**src/spm_map.svh**
```systemverilog
`ifndef SPM_MAP_SVH
`define SPM_MAP_SVH

// register byte offsets on the APB window
`define SPM_OFF_CONTROL  12'h000
`define SPM_OFF_STATUS   12'h004
`define SPM_OFF_DATA     12'h008
`define SPM_OFF_PINCFG   12'h00c

// reset values
`define SPM_CTL_RESET    8'h00
`define SPM_STS_RESET    8'h00
`define SPM_PIN_RESET    8'h00
// pin filters start at {select, sck, mosi, miso} idle levels so no false edge follows reset
`define SPM_PIN_IDLE     4'h8

// port_control_reg fields
`define SPM_CTL_IE       7
`define SPM_CTL_EN       6
`define SPM_CTL_ORDER    5
`define SPM_CTL_MASTER   4
`define SPM_CTL_CLOCK_IDLE_LEVEL     3
`define SPM_CTL_CLOCK_PHASE_SELECT     2
`define SPM_CTL_RATE_HI  1
`define SPM_CTL_RATE_LO  0

// port_status_reg fields
`define SPM_STS_DONE     7
`define SPM_STS_WRITE_COLLISION_FLAG     6
`define SPM_STS_X2       0

// pin direction register fields
`define SPM_PIN_MOSI_DIR 0
`define SPM_PIN_MISO_DIR 1
`define SPM_PIN_SCK_DIR  2
`define SPM_PIN_SS_DIR   3
`define SPM_PIN_SS_LVL   4

// half periods of sck in system clocks, indexed by {double, rate_hi, rate_lo}
`define SPM_HALF_DIV4    7'd2
`define SPM_HALF_DIV16   7'd8
`define SPM_HALF_DIV64   7'd32
`define SPM_HALF_DIV128  7'd64
`define SPM_HALF_DIV2    7'd1
`define SPM_HALF_DIV8    7'd4
`define SPM_HALF_DIV32   7'd16
`define SPM_HALF_DIV64X  7'd32

// index of the last of the 16 sck edges in one byte, index of the last of the 8 bits in one byte
`define SPM_LAST_EDGE    5'd15
`define SPM_LAST_BIT     4'd7

`endif

```
**src/spm_pkg.sv**
```systemverilog
package spm_pkg;

	typedef enum logic [1:0] {
		SPM_IDLE  = 2'b01,
		SPM_SHIFT = 2'b10
	} spm_state_t;

	typedef logic [7:0] spm_byte_t;

endpackage

```
**src/spm_port.sv**
```systemverilog
// Decided for this implementation: the register offsets and the APB interface to the registers.
`timescale 1ns/1ps
`include "spm_map.svh"

// Functional notes
// - slave with select low drives miso if enabled
// - slave with select high ignores everything
// - select rising resets slave counters immediately
// - master with select output: plain output
// - master, select input low: drop to slave
// - forced drop also sets transfer-done flag
// - irq needs enable, done flag, global enable
// - enable bit gates all port activity except the select pin drive
// - order bit one shifts lsb first
// - role bit one selects master
// - idle level bit sets sck idle
// - phase bit chooses sample edge
// - rate bits divide clock in master only
// - finished byte sets transfer-done flag
// - vector acknowledge clears transfer-done flag
// - status read then data access clears flag
// - data write while busy sets collision
// - collision read then data access clears both
// - status bits five to one read zero
// - double-speed bit halves master sck period
// - master data write starts transfer, read returns byte
// - single transmit buffer, double receive buffer
module spm_port
	import spm_pkg::*;
(
	input  wire logic        i_clk,
	input  wire logic        i_resetn,
	input  wire logic        i_psel,
	input  wire logic        i_penable,
	input  wire logic        i_pwrite,
	input  wire logic [11:0] i_paddr,
	input  wire logic [31:0] i_pwdata,
	input  wire logic [3:0]  i_pstrb,
	output logic      [31:0] o_prdata,
	output logic             o_pready,
	output logic             o_pslverr,
	input  wire logic        i_global_irq_en,
	input  wire logic        i_irq_ack,
	output logic             o_irq,
	input  wire logic        i_sck,
	output logic             o_sck,
	output logic             o_sck_oe,
	input  wire logic        i_mosi,
	output logic             o_mosi,
	output logic             o_mosi_oe,
	input  wire logic        i_miso,
	output logic             o_miso,
	output logic             o_miso_oe,
	input  wire logic        i_ss,
	output logic             o_ss,
	output logic             o_ss_oe
);

	spm_byte_t  port_control_reg;
	spm_byte_t  pin_cfg;
	spm_byte_t  shift_data_reg;
	spm_byte_t  rx_buf;
	spm_state_t state;
	logic       transfer_done_flag;
	logic       write_collision_flag;
	logic       double_speed_bit;
	logic       arm_done;
	logic       arm_write_collision_flag;
	logic [6:0] half_cnt;
	logic [4:0] edge_cnt;
	logic [3:0] bit_cnt;
	logic       sck_drv;
	logic       out_bit;

	logic [3:0] s1, s2, s3, pin_f, pin_prev;

	function automatic logic tx_bit(input spm_byte_t b, input logic lsb_first);
		tx_bit = lsb_first ? b[0] : b[7];
	endfunction

	function automatic logic [6:0] half_of(input logic [2:0] sel);
		case (sel)
			3'h0: half_of = `SPM_HALF_DIV4;
			3'h1: half_of = `SPM_HALF_DIV16;
			3'h2: half_of = `SPM_HALF_DIV64;
			3'h3: half_of = `SPM_HALF_DIV128;
			3'h4: half_of = `SPM_HALF_DIV2;
			3'h5: half_of = `SPM_HALF_DIV8;
			3'h6: half_of = `SPM_HALF_DIV32;
			default: half_of = `SPM_HALF_DIV64X;
		endcase
	endfunction

	// field views
	logic ie, en, lsb_first, master_select_bit, clock_idle_level, clock_phase_select;
	assign ie                = port_control_reg[`SPM_CTL_IE];
	assign en                = port_control_reg[`SPM_CTL_EN];
	assign lsb_first         = port_control_reg[`SPM_CTL_ORDER];
	assign master_select_bit = port_control_reg[`SPM_CTL_MASTER];
	assign clock_idle_level              = port_control_reg[`SPM_CTL_CLOCK_IDLE_LEVEL];
	assign clock_phase_select              = port_control_reg[`SPM_CTL_CLOCK_PHASE_SELECT];

	// pin inputs: three stages, a change counts once stages two and three agree
	always_ff @(posedge i_clk or negedge i_resetn) begin
		if (!i_resetn) begin
			s1       <= `SPM_PIN_IDLE;
			s2       <= `SPM_PIN_IDLE;
			s3       <= `SPM_PIN_IDLE;
			pin_f    <= `SPM_PIN_IDLE;
			pin_prev <= `SPM_PIN_IDLE;
		end else begin
			s1       <= {i_ss, i_sck, i_mosi, i_miso};
			s2       <= s1;
			s3       <= s2;
			pin_f    <= (~(s2 ^ s3) & s2) | ((s2 ^ s3) & pin_f);
			pin_prev <= pin_f;
		end
	end

	logic ss_f, sck_f, mosi_f, miso_f;
	assign {ss_f, sck_f, mosi_f, miso_f} = pin_f;

	// APB decode; zero wait states
	logic access, wr, rd, hit_ctl, hit_sts, hit_dat, hit_pin, mapped;
	assign access  = i_psel & i_penable;
	assign hit_ctl = (i_paddr == `SPM_OFF_CONTROL);
	assign hit_sts = (i_paddr == `SPM_OFF_STATUS);
	assign hit_dat = (i_paddr == `SPM_OFF_DATA);
	assign hit_pin = (i_paddr == `SPM_OFF_PINCFG);
	assign mapped  = hit_ctl | hit_sts | hit_dat | hit_pin;
	assign wr      = access & i_pwrite & i_pstrb[0] & mapped;
	assign rd      = access & ~i_pwrite & mapped;
	assign o_pready  = 1'b1;
	assign o_pslverr = access & ~mapped;

	// role and event terms
	logic is_master, slave_act, busy, force_slave, ss_rise;
	logic m_tick, edge_ev, is_lead, sample_ev, setup_ev, in_bit, done_ev;
	logic data_wr, data_acc, start, last_edge;
	spm_byte_t sr_shift;

	assign is_master   = en & master_select_bit;
	assign slave_act   = en & ~master_select_bit & ~ss_f;
	assign busy        = (state == SPM_SHIFT);
	// select pin as input pulled low by another master
	assign force_slave = is_master & ~pin_cfg[`SPM_PIN_SS_DIR] & ~ss_f;
	assign ss_rise     = en & ~master_select_bit & ss_f & ~pin_prev[3];
	assign m_tick      = is_master & busy
	                   & (half_cnt == half_of({double_speed_bit, port_control_reg[1:0]}) - 7'd1);
	// slave edges only count while selected; a deselected slave ignores sck
	assign edge_ev     = is_master ? m_tick
	                   : slave_act & (sck_f ^ pin_prev[2]);
	assign is_lead     = is_master ? ~edge_cnt[0] : (sck_f ^ clock_idle_level);
	assign sample_ev   = edge_ev & (is_lead ^ clock_phase_select);
	assign setup_ev    = edge_ev & ~(is_lead ^ clock_phase_select);
	assign in_bit      = is_master ? miso_f : mosi_f;
	assign sr_shift    = lsb_first ? {in_bit, shift_data_reg[7:1]}
	                   : {shift_data_reg[6:0], in_bit};
	assign last_edge   = (edge_cnt == `SPM_LAST_EDGE);
	assign done_ev     = is_master ? (m_tick & last_edge)
	                   : (sample_ev & (bit_cnt == `SPM_LAST_BIT));
	assign data_wr     = wr & hit_dat;
	assign data_acc    = access & hit_dat;
	assign start       = data_wr & ~busy & is_master;

	// control register; forced fall-back overrides a same-cycle write
	always_ff @(posedge i_clk or negedge i_resetn) begin
		if (!i_resetn) begin
			port_control_reg <= `SPM_CTL_RESET;
		end else begin
			if (wr && hit_ctl) begin
				port_control_reg <= i_pwdata[7:0];
			end
			if (force_slave) begin
				port_control_reg[`SPM_CTL_MASTER] <= 1'b0;
			end
		end
	end

	always_ff @(posedge i_clk or negedge i_resetn) begin
		if (!i_resetn) begin
			pin_cfg <= `SPM_PIN_RESET;
		end else if (wr && hit_pin) begin
			pin_cfg <= {3'h0, i_pwdata[4:0]};
		end
	end

	always_ff @(posedge i_clk or negedge i_resetn) begin
		if (!i_resetn) begin
			double_speed_bit <= 1'(`SPM_STS_RESET >> `SPM_STS_X2);
		end else if (wr && hit_sts) begin
			double_speed_bit <= i_pwdata[`SPM_STS_X2];
		end
	end

	// status flags: a set in the same cycle as a clear wins
	always_ff @(posedge i_clk or negedge i_resetn) begin
		if (!i_resetn) begin
			arm_done <= 1'b0;
			arm_write_collision_flag <= 1'b0;
		end else if (rd && hit_sts) begin
			arm_done <= transfer_done_flag;
			arm_write_collision_flag <= write_collision_flag;
		end else if (data_acc) begin
			arm_done <= 1'b0;
			arm_write_collision_flag <= 1'b0;
		end
	end

	always_ff @(posedge i_clk or negedge i_resetn) begin
		if (!i_resetn) begin
			transfer_done_flag <= 1'b0;
		end else if (done_ev || force_slave) begin
			transfer_done_flag <= 1'b1;
		end else if (i_irq_ack || (data_acc && (arm_done || arm_write_collision_flag))) begin
			transfer_done_flag <= 1'b0;
		end
	end

	always_ff @(posedge i_clk or negedge i_resetn) begin
		if (!i_resetn) begin
			write_collision_flag <= 1'b0;
		end else if (data_wr && busy) begin
			write_collision_flag <= 1'b1;
		end else if (data_acc && arm_write_collision_flag) begin
			write_collision_flag <= 1'b0;
		end
	end

	assign o_irq = ie & transfer_done_flag & i_global_irq_en;

	// transfer engine: shared by both roles
	always_ff @(posedge i_clk or negedge i_resetn) begin
		if (!i_resetn) begin
			state    <= SPM_IDLE;
			half_cnt <= 7'h00;
			edge_cnt <= 5'h00;
			bit_cnt  <= 4'h0;
		end else if (!en || force_slave || ss_rise) begin
			state    <= SPM_IDLE;
			half_cnt <= 7'h00;
			edge_cnt <= 5'h00;
			bit_cnt  <= 4'h0;
		end else if (start) begin
			state    <= SPM_SHIFT;
			half_cnt <= 7'h00;
			edge_cnt <= 5'h00;
			bit_cnt  <= 4'h0;
		end else begin
			if (is_master && busy) begin
				half_cnt <= m_tick ? 7'h00 : half_cnt + 7'd1;
			end
			if (edge_ev) begin
				edge_cnt <= edge_cnt + 5'd1;
				// a trailing setup edge after the last sample must not reopen a byte,
				// or a data write between bytes would count as a collision
				if (!is_master && (sample_ev || clock_phase_select)) begin
					state <= SPM_SHIFT;
				end
			end
			if (sample_ev) begin
				bit_cnt <= bit_cnt + 4'd1;
			end
			if (done_ev) begin
				state    <= SPM_IDLE;
				edge_cnt <= 5'h00;
				bit_cnt  <= 4'h0;
			end
		end
	end

	// shift register is the single transmit buffer; writes while busy are dropped
	always_ff @(posedge i_clk or negedge i_resetn) begin
		if (!i_resetn) begin
			shift_data_reg <= 8'h00;
		end else if (data_wr && !busy) begin
			shift_data_reg <= i_pwdata[7:0];
		end else if (sample_ev) begin
			shift_data_reg <= sr_shift;
		end
	end

	// receive buffer holds the last full byte until the next one lands
	always_ff @(posedge i_clk or negedge i_resetn) begin
		if (!i_resetn) begin
			rx_buf <= 8'h00;
		end else if (done_ev) begin
			rx_buf <= sample_ev ? sr_shift : shift_data_reg;
		end
	end

	// outgoing data bit: first bit parked while idle so phase 0 has it ready
	always_ff @(posedge i_clk or negedge i_resetn) begin
		if (!i_resetn) begin
			out_bit <= 1'b0;
		end else if (start) begin
			out_bit <= tx_bit(i_pwdata[7:0], lsb_first);
		end else if (!busy && !edge_ev) begin
			out_bit <= tx_bit(shift_data_reg, lsb_first);
		end else if (setup_ev) begin
			out_bit <= tx_bit(shift_data_reg, lsb_first);
		end
	end

	always_ff @(posedge i_clk or negedge i_resetn) begin
		if (!i_resetn) begin
			sck_drv <= 1'b0;
		end else if (!is_master || !busy) begin
			sck_drv <= clock_idle_level;
		end else if (m_tick) begin
			sck_drv <= ~sck_drv;
		end
	end

	// APB read data registered in the setup phase; reserved status bits are zero
	always_ff @(posedge i_clk or negedge i_resetn) begin
		if (!i_resetn) begin
			o_prdata <= 32'h0000_0000;
		end else if (i_psel && !i_penable) begin
			if (i_paddr == `SPM_OFF_CONTROL) begin
				o_prdata <= {24'h00_0000, port_control_reg};
			end else if (i_paddr == `SPM_OFF_STATUS) begin
				o_prdata <= {24'h00_0000, transfer_done_flag, write_collision_flag,
				             5'h00, double_speed_bit};
			end else if (i_paddr == `SPM_OFF_DATA) begin
				o_prdata <= {24'h00_0000, rx_buf};
			end else if (i_paddr == `SPM_OFF_PINCFG) begin
				o_prdata <= {24'h00_0000, pin_cfg};
			end else begin
				o_prdata <= 32'h0000_0000;
			end
		end
	end

	// pin drive; a disabled port leaves sck, mosi and miso undriven, while the select pin follows its direction bit
	assign o_sck     = sck_drv;
	assign o_mosi    = out_bit;
	assign o_miso    = out_bit;
	assign o_ss      = pin_cfg[`SPM_PIN_SS_LVL];
	assign o_sck_oe  = is_master & pin_cfg[`SPM_PIN_SCK_DIR];
	assign o_mosi_oe = is_master & pin_cfg[`SPM_PIN_MOSI_DIR];
	assign o_miso_oe = slave_act & pin_cfg[`SPM_PIN_MISO_DIR];
	// the select pin is a plain output in master role when its direction bit is set, input in slave role
	assign o_ss_oe   = pin_cfg[`SPM_PIN_SS_DIR] & ~(en & ~master_select_bit);
endmodule

```
**config.mk**
```make
export PLATFORM = sky130hd
export DESIGN_NAME = spm_port
export DESIGN_NICKNAME = d
export VERILOG_FILES = /design/src/spm_pkg.sv /design/src/spm_port.sv
export VERILOG_INCLUDE_DIRS = /design/src
export SDC_FILE = /design/constraint.sdc
export NUM_CORES = 1
export LEC_CHECK = 0
export CORE_MARGIN = 1
export CORE_UTILIZATION = 37
export CTS_CLUSTER_SIZE = 30
export DETAILED_ROUTE_END_ITERATION = 6
export DONT_BUFFER_PORTS = 1
export SYNTH_ARGS = -nofsm -noshare
export SYNTH_HDL_FRONTEND = slang
export SYNTH_SLANG_ARGS = --single-unit
```
**constraint.sdc**
```tcl
create_clock -name i_clk -period 5.4 [get_ports i_clk]
set_clock_uncertainty 0.2 [all_clocks]
set_input_delay 1.08 -clock i_clk [delete_from_list [all_inputs] [get_ports i_clk]]
set_output_delay 1.08 -clock i_clk [all_outputs]
set_load 0.02 [all_outputs]
```
; Word-level counts from Yosys, hierarchy flattened
; Cells that the tools add are included.
[totals]
output_inout_bits = 43
inputBits = 59
ff_bits = 106
wordCells = 173
[op_classes]
n_addsub = 4
mux = 45
reduce_logical = 37
bitwise = 53
n_eq_ne = 12
[op_table]
columns = op, count
row1 = 2-to-1 mux 32 bit, 3
row2 = case mux 7 bit (6 select lines), 1
row3 = bitwise AND 1 bit, 31
row4 = 2-to-1 mux 5 bit, 6
row5 = 2-to-1 mux 7 bit, 4
row6 = "== test 12 x 4 -> 1 bit, second input constant", 2
row7 = 2-to-1 mux 8 bit, 3
row8 = 2-to-1 mux 1 bit, 19
row9 = 2-to-1 mux 4 bit, 4
row10 = "== test 12 x 3 -> 1 bit, second input constant", 1
row11 = logical AND 1 bit, 12
row12 = logical NOT 12 bit, 1
row13 = nonzero test 4 bit, 3
row14 = inverter 1 bit, 11
row15 = 2-to-1 mux 2 bit, 5
row16 = nonzero test 2 bit, 5
row17 = "== test 3 bit, second input constant", 3
row18 = bitwise AND 4 bit, 2
row19 = "adder 7 x 1 -> 7 bit, second input constant", 1
row20 = == test 7 bit, 1
row21 = logical OR 1 bit, 7
row22 = "subtractor 7 x 1 -> 7 bit, second input constant", 1
row23 = nonzero test 3 bit, 2
row24 = "adder 5 x 1 -> 5 bit, second input constant", 1
row25 = 14 further kinds, 22

; Longest topological paths before layout
; Gate-level depths: netlist (run 1).
[logic_depth]
depth_word = 14
depth_mapped = 9
mapped_depth_nobuf = 7

; Worst setup path after synthesis (run 1)
; Ideal clock, no wire load.
[synth_path]
path_type = in2reg
startpoint = input port i_paddr[5]
endpoint = register out_bit (netlist: o_miso)
arrival_time_ps = 3118
setup_ps = 125
t_required_ps = 5075
setup_slack_ps = 1957
n_path_buf = 1
path_stages = 7
path_cell_list = nor4_1 -> nand3_2 -> or4_1 -> buf_4 -> nor2_1 -> mux4_2 -> mux2_2
[synth_via]
elab_chain_len = 9
elab_cells_between_ends = 13
classes_between = eq/ne (3) / mux (1) / bitwise (7) / reduce/logical (2)
[synth_lines]
columns = element, line
row1 = from (decl), spm_port.sv:36  ; input wire logic [11:0] i_paddr,
row2 = == test 12 x 3 -> 1 bit (no line) / logical NOT 12 bit (equally long branches), -
row3 = OR 1 bit (3 in series), spm_port.sv:130  ; assign mapped = hit_ctl | hit_sts | hit_dat | hit_pin;
row4 = bitwise AND 1 bit, spm_port.sv:131  ; assign wr = access & i_pwrite & i_pstrb[0] & mapped;
row5 = bitwise AND 1 bit *, spm_port.sv:162  ; assign data_wr = wr & hit_dat;
row6 = bitwise AND 1 bit * (2 in series), spm_port.sv:164  ; assign start = data_wr & ~busy & is_master;
row7 = nonzero test 3 bit (no line) / 2-to-1 mux 1 bit (equally long branches), -
row8 = to (signal assigned), spm_port.sv:297  ; out_bit <= tx_bit(i_pwdata[7:0], lsb_first);
row9 = to (signal assigned), spm_port.sv:299  ; out_bit <= tx_bit(shift_data_reg, lsb_first);
row10 = to (signal assigned), spm_port.sv:301  ; out_bit <= tx_bit(shift_data_reg, lsb_first);
row11 = to (decl), spm_port.sv:73  ; logic out_bit;
; Every way passes the cells marked *; elsewhere a longest branch is shown, timed or not.
; A chain may end at the register's enable or synchronous reset.

; Final worst setup path (run 1)
; Ends and elaborated chain as after synthesis.

==> impl_metrics.env, run 1 <==
export IMPL_overflow=0
export IMPL_netlist_top_cells_area="dfrtp_1 (44%), mux2_2 (7.8%), buf_4 (5.2%), mux2_4 (5.0%), dfstp_2 (3.8%)"
export IMPL_antenna_cells=0
export IMPL_crit_chain="nor4_1 -> nand3_2 -> or4_1 -> nor2_1 -> mux4_2 -> mux2_2"
export IMPL_path_max_fanout=10
export IMPL_avgSynthCellArea_um2=11.3
export IMPL_fin_cells=511
export IMPL_clk_latency_ns=0.33
export IMPL_grt_total_usage_pct=16.1
export IMPL_synth_ff_type="dfrtp_1"
export IMPL_drc=0
export IMPL_synth_distinct_cells=59
export IMPL_ant_nets=0
export IMPL_postCtsResizedCells=0
export IMPL_cp_slowest_cell="or4_1"
export IMPL_netlist_instances=372
export IMPL_synth_edf_count=0
export IMPL_syn_cell_area_mm2=0.00419
export IMPL_yosysSeqAreaShare_pct=48.0
export IMPL_worst_pin_slew_ns=0.895
export IMPL_outcome="complete, no violations"
export IMPL_cts_reportedPaths_clkPinSlew_ns=0.06
export IMPL_fin_nets=429
export IMPL_setup_tns_ns=0
export IMPL_hold_path_class="register to register"
export IMPL_grt_pass1_wl_um=14300
export IMPL_seq_area_mm2=0.00201
export IMPL_initial_utilization_pct=38.3
export IMPL_multi_input_area_mm2=0.00197
export IMPL_drt_pass1_iter_count=4
export IMPL_yosys_area_top_type="dfrtp_1"
export IMPL_postCtsHoldBufs=0
export IMPL_die_width_um=108
export IMPL_setup_viol=0
export IMPL_dp_cells=495
export IMPL_cpPeakStageDelay_ns=0.91
export IMPL_root_buffer="clkbuf_16"
export IMPL_viasPerCell=5.31
export IMPL_grt_pass1_vias=2657
export IMPL_cp_start_kind="primary input"
export IMPL_report_final_slew_viol_count=0
export IMPL_async_flop_share_pct=100
export IMPL_io_pins=102
export IMPL_vias=2715
export IMPL_cp_required_ns=5.41
export IMPL_path_class="primary input to register"
export IMPL_ctsLongestPathBuffers=2
export IMPL_drive_above_1_share_pct=22.1
export IMPL_coreArea_mm2=0.0109
export IMPL_n_fill_cell=1059
export IMPL_cp_end_kind="register"
export IMPL_max_cap_violations=0
export IMPL_layout_common_cells="dfrtp_1 (74), mux2_2 (29), nor2_1 (28)"
export IMPL_drt_iter0_markers=141
export IMPL_clock_sinks=80
export IMPL_ys_ff_latch=80
export IMPL_dieArea_mm2=0.0118
export IMPL_wirelength_um=8460
export IMPL_gp_congestion=0.797
export IMPL_cts_tree="built"
export IMPL_grt_max_degree=81
export IMPL_yosys_area_top_type_share_pct=44.2
export IMPL_cts_post_setup_buffers_inserted=0
export IMPL_final_common_cell="dfrtp_1"
export IMPL_ys_warnings_count=0
export IMPL_cts_buffers=9
export IMPL_period_minus_slack_ns=3.62
export IMPL_arrival_ns=3.63
export IMPL_hold_violations=0
export IMPL_io_buffers=0
export IMPL_dp_slack_ns=1.42
export IMPL_wl_per_cell_um=16.5
export IMPL_post_route_period_util_pct=67.0
export IMPL_antenna_found_initial=0
export IMPL_max_freq_mhz=277
export IMPL_placement_rows=38
export IMPL_vdd_drop_max_uv=214
export IMPL_rsz0062_at_grt="false"
export IMPL_area_growth_pct=6.99
export IMPL_h_tree_depth=3
export IMPL_p_per_area_mw_per_mm2=281
export IMPL_slew_headroom_pct=40.0
export IMPL_layout_setup_ws_ns=1.78
export IMPL_power_leakage_nw=2.02
export IMPL_dpl_hpwl_um=5880
export IMPL_die_y_um=108
## logic make-up after synthesis
logic type / count (synthesis) / synth area share, %
AND/OR/NAND/NOR: 108 / 13.3
other: 2 / 0.179
AO/OA/AOI/OAI: 61 / 10.8
adder cells (fa/ha/maj): 9 / 2.39
buffers and inverters: 47 / 7.08
XOR/XNOR: 10 / 2.09
flip-flops: 80 / 48.0
multiplexers: 55 / 16.3
## cells in the mapped netlist, drive strengths merged, types with 4 or more instances
cell type	count
nand2	28
xor2	7
nor3	7
and3	7
dfstp	6
mux2	43
nor2	28
nand3	9
o21ai	15
clkbuf	6
mux2i	10
a21oi	13
o31ai	7
nand3b	4
dfrtp	74
ha	4
nand2b	6
a31oi	7
nor2b	5
inv	6
buf	35
maj3	5
## final timing paths
check	start	end	slack (ns)	cells after the start
setup / recovery	i_paddr[5]	o_miso	1.78	6
hold / removal	s1[2]	s2[2]	0.15	0
setup reg to reg	port_control_reg[6]	rx_buf[0]	2.41	6
hold reg to reg	s1[2]	s2[2]	0.15	0
max in group asynchronous	i_resetn	state[0]	4.56	0
min in group asynchronous	i_resetn	s1[2]	0.24	0
## final cells by class
class,count,share of cell area (%)
flip-flops and latches,80,44.8
multi-input cells,268,44.0
clock buffers,10,5.11
well taps,140,3.91
clock inverters,6,1.54
inverters,6,0.502
repair buffers,1,0.167
## critical path, delay by kind of cell
| family | cells | cell delay [ns] |
|---|---|---|
| mux | 2 | 0.59 |
| simple gates | 4 | 1.95 |
## through the flow
step | instance area (um^2) | total power, W | hold slack [ns] | util [%]
finish | 4480 | 0.00126 | 0.150 | 41.0
CTS | 4480 | 0.00127 | 0.155 | 41.0
floorplan | 4280 | 0.000674 | 0.131 | -
global placement | 4190 | 0.000660 | 0.133 | 38.3
global route | 4480 | 0.00131 | 0.162 | 41.0
detailed placement | 4190 | 0.000661 | 0.136 | 38.3
## routing by layer
layer	track usage [%]	wire length, um
met1	22.5	4030
met2	23.8	3820
met3	3.92	501
met4	6.85	103
met5	0	0
## power by group
| group | switching [W] | internal (W) |
|---|---|---|
| combinational | 0.0000244 | 0.00000858 |
| sequential | 0.00000621 | 0.000611 |
| clock | 0.000248 | 0.000360 |
| total | 0.000279 | 0.000979 |
Power figures use the tool's default switching activity.
==> run 2: changes to the inputs <==
Clock period 5.4 ns to 2.92 ns, I/O delays scaled along.
==> impl_metrics.env, run 2 (synthesized netlist as in run 1, its figures left out) <==
export IMPL_slew_headroom_pct=64.8
export IMPL_setup_viol=0
export IMPL_r2r_end="rx_buf[0]"
export IMPL_wl_per_cell_um=16.5
export IMPL_outcome="complete, no violations"
export IMPL_cts_post_setup_buffers_inserted=0
export IMPL_dpl_hpwl_um=6270
export IMPL_ctsLongestPathBuffers=2
export IMPL_min_to="s1[3]"
export IMPL_r2r_start="double_speed_bit"
export IMPL_fin_area_mm2=0.00472
export IMPL_antenna_found_initial=0
export IMPL_drive_above_1_share_pct=26.6
export IMPL_io_buffers=0
export IMPL_root_buffer="clkbuf_16"
export IMPL_antenna_cells=0
export IMPL_hold_violations=0
export IMPL_area_growth_pct=12.7
export IMPL_cts_tree="built"
export IMPL_layout_common_cells="dfrtp_1 (74), mux2_2 (29), nor2_1 (28)"
export IMPL_rsz0062_at_grt="false"
export IMPL_vias=2756
export IMPL_cp_start_kind="register"
export IMPL_viasPerCell=5.19
export IMPL_grt_pass1_vias=2723
export IMPL_placement_rows=38
export IMPL_grt_total_usage_pct=16.4
export IMPL_coreArea_mm2=0.0109
export IMPL_hold_path_class="primary input to register"
export IMPL_clk_latency_ns=0.33
export IMPL_report_final_slew_viol_count=0
export IMPL_gp_congestion=0.769
export IMPL_arrival_ns=2.68
export IMPL_overflow=0
export IMPL_ant_nets=0
export IMPL_dpl_cell_area_mm2=0.00433
export IMPL_n_fill_cell=997
export IMPL_r2r_slack_ns=0.26
export IMPL_cts_buffers=9
export IMPL_clock_sinks=80
export IMPL_max_freq_mhz=376
export IMPL_vdd_drop_max_uv=290
export IMPL_dieArea_mm2=0.0118
export IMPL_grt_max_degree=81
export IMPL_rr_worst_depth=7
export IMPL_wirelength_um=8750
export IMPL_cp_end_kind="register"
export IMPL_drt_iter0_markers=131
export IMPL_hp_start="i_ss"
export IMPL_die_width_um=108
export IMPL_fin_nets=449
export IMPL_path_max_fanout=11
export IMPL_io_pins=102
export IMPL_holdPathStages=0
export IMPL_cp_required_ns=2.94
export IMPL_h_tree_depth=3
export IMPL_drt_pass1_iter_count=4
export IMPL_max_cap_violations=0
export IMPL_period_minus_slack_ns=2.66
export IMPL_die_y_um=108
export IMPL_drc=0
export IMPL_power_leakage_nw=2.15
export IMPL_grt_pass1_wl_um=14500
export IMPL_cts_reportedPaths_clkPinSlew_ns=0.06
export IMPL_setup_tns_ns=0
export IMPL_p_per_area_mw_per_mm2=536
export IMPL_worst_pin_slew_ns=0.529
export IMPL_post_route_period_util_pct=91.0
export IMPL_path_class="register to register"
export IMPL_final_common_cell="dfrtp_1"
export IMPL_initial_utilization_pct=38.3
==> run 2: cell types whose count changed in the layout (fill, tap and decap cells not counted), sizes merged <==
cell         previous run  this run
clkinvlp                4         2
clkinv                  0         1
dlygate4sd3             0         1
bufinv                  1         3
clkbuf                 10         9
buf                     1        20
==> run 2: final cells by class <==
| type | count | area, um^2 | area share (%) |
|---|---|---|---|
| tap | 140 | 175 | 3.71 |
| clock buffer | 9 | 225 | 4.77 |
| sequential | 80 | 2010 | 42.6 |
| multi-input combinational | 268 | 1990 | 42.2 |
| timing repair buffer | 21 | 180 | 3.82 |
| clock inverter | 7 | 119 | 2.52 |
| inverter | 6 | 22.5 | 0.477 |
==> run 2: per-layer routing <==
| metal | global-route usage (%) | wire length [um] |
|---|---|---|
| met1 | 21.8 | 4170 |
| met2 | 25.4 | 3940 |
| met3 | 4.04 | 520 |
| met4 | 6.95 | 119 |
| met5 | 0 | 0 |
==> run 2: worst max-delay path by stage <==
| stage | from | to | slack, ns | cells past startpoint |
|---|---|---|---|---|
| after floorplan | i_paddr[5] | o_miso | 0.1 | 7 |
| after global placement | port_control_reg[0] | shift_data_reg[7] | 0.18 | 7 |
| after detailed placement | port_control_reg[0] | shift_data_reg[7] | 0.14 | 7 |
| after CTS | port_control_reg[0] | shift_data_reg[7] | 0.12 | 7 |
| after global routing | port_control_reg[0] | rx_buf[6] | 0.14 | 7 |
| final | double_speed_bit | rx_buf[0] | 0.26 | 7 |
==> run 2: power breakdown <==
| part | total, W | switching, W | internal, W |
|---|---|---|---|
| Sequential | 0.00114 | 0.0000116 | 0.00113 |
| Combinational | 0.0000888 | 0.0000668 | 0.0000220 |
| Clock | 0.00130 | 0.000464 | 0.000837 |
==> run 2: timing repair <==
action | in CTS | in global routing
hold buffers | 2 | 0
endpoints found under the hold margin | 80 | 0
setup endpoints to repair | 0 | 2
gates resized for setup | 0 | 1
==> run 2: per-stage QoR <==
| stage | worst slack [ns] | utilization, % | instances | power, W | hold slack [ns] |
|---|---|---|---|---|---|
| after CTS | 0.123 | 43.1 | 531 | 0.00255 | 0.0337 |
| final | 0.262 | 43.2 | 531 | 0.00253 | 0.0447 |
| after detailed placement | 0.137 | 39.6 | 513 | 0.00122 | 0.0913 |
| after floorplan | 0.0959 | - | 395 | 0.00125 | 0.0884 |
| after global placement | 0.183 | 39.6 | 513 | 0.00122 | 0.0924 |
| after global routing | 0.141 | 43.2 | 531 | 0.00261 | 0.0300 |
==> run 2: critical path: stages, from the launching register on <==
cell	delay, ns
dfrtp_1	0.40
nor2b_1	0.16
o2bb2a_4	0.22
o221a_4	0.28
a2111oi_4	0.44
o21ai_4	0.22
mux2_4	0.37
mux2_2	0.26
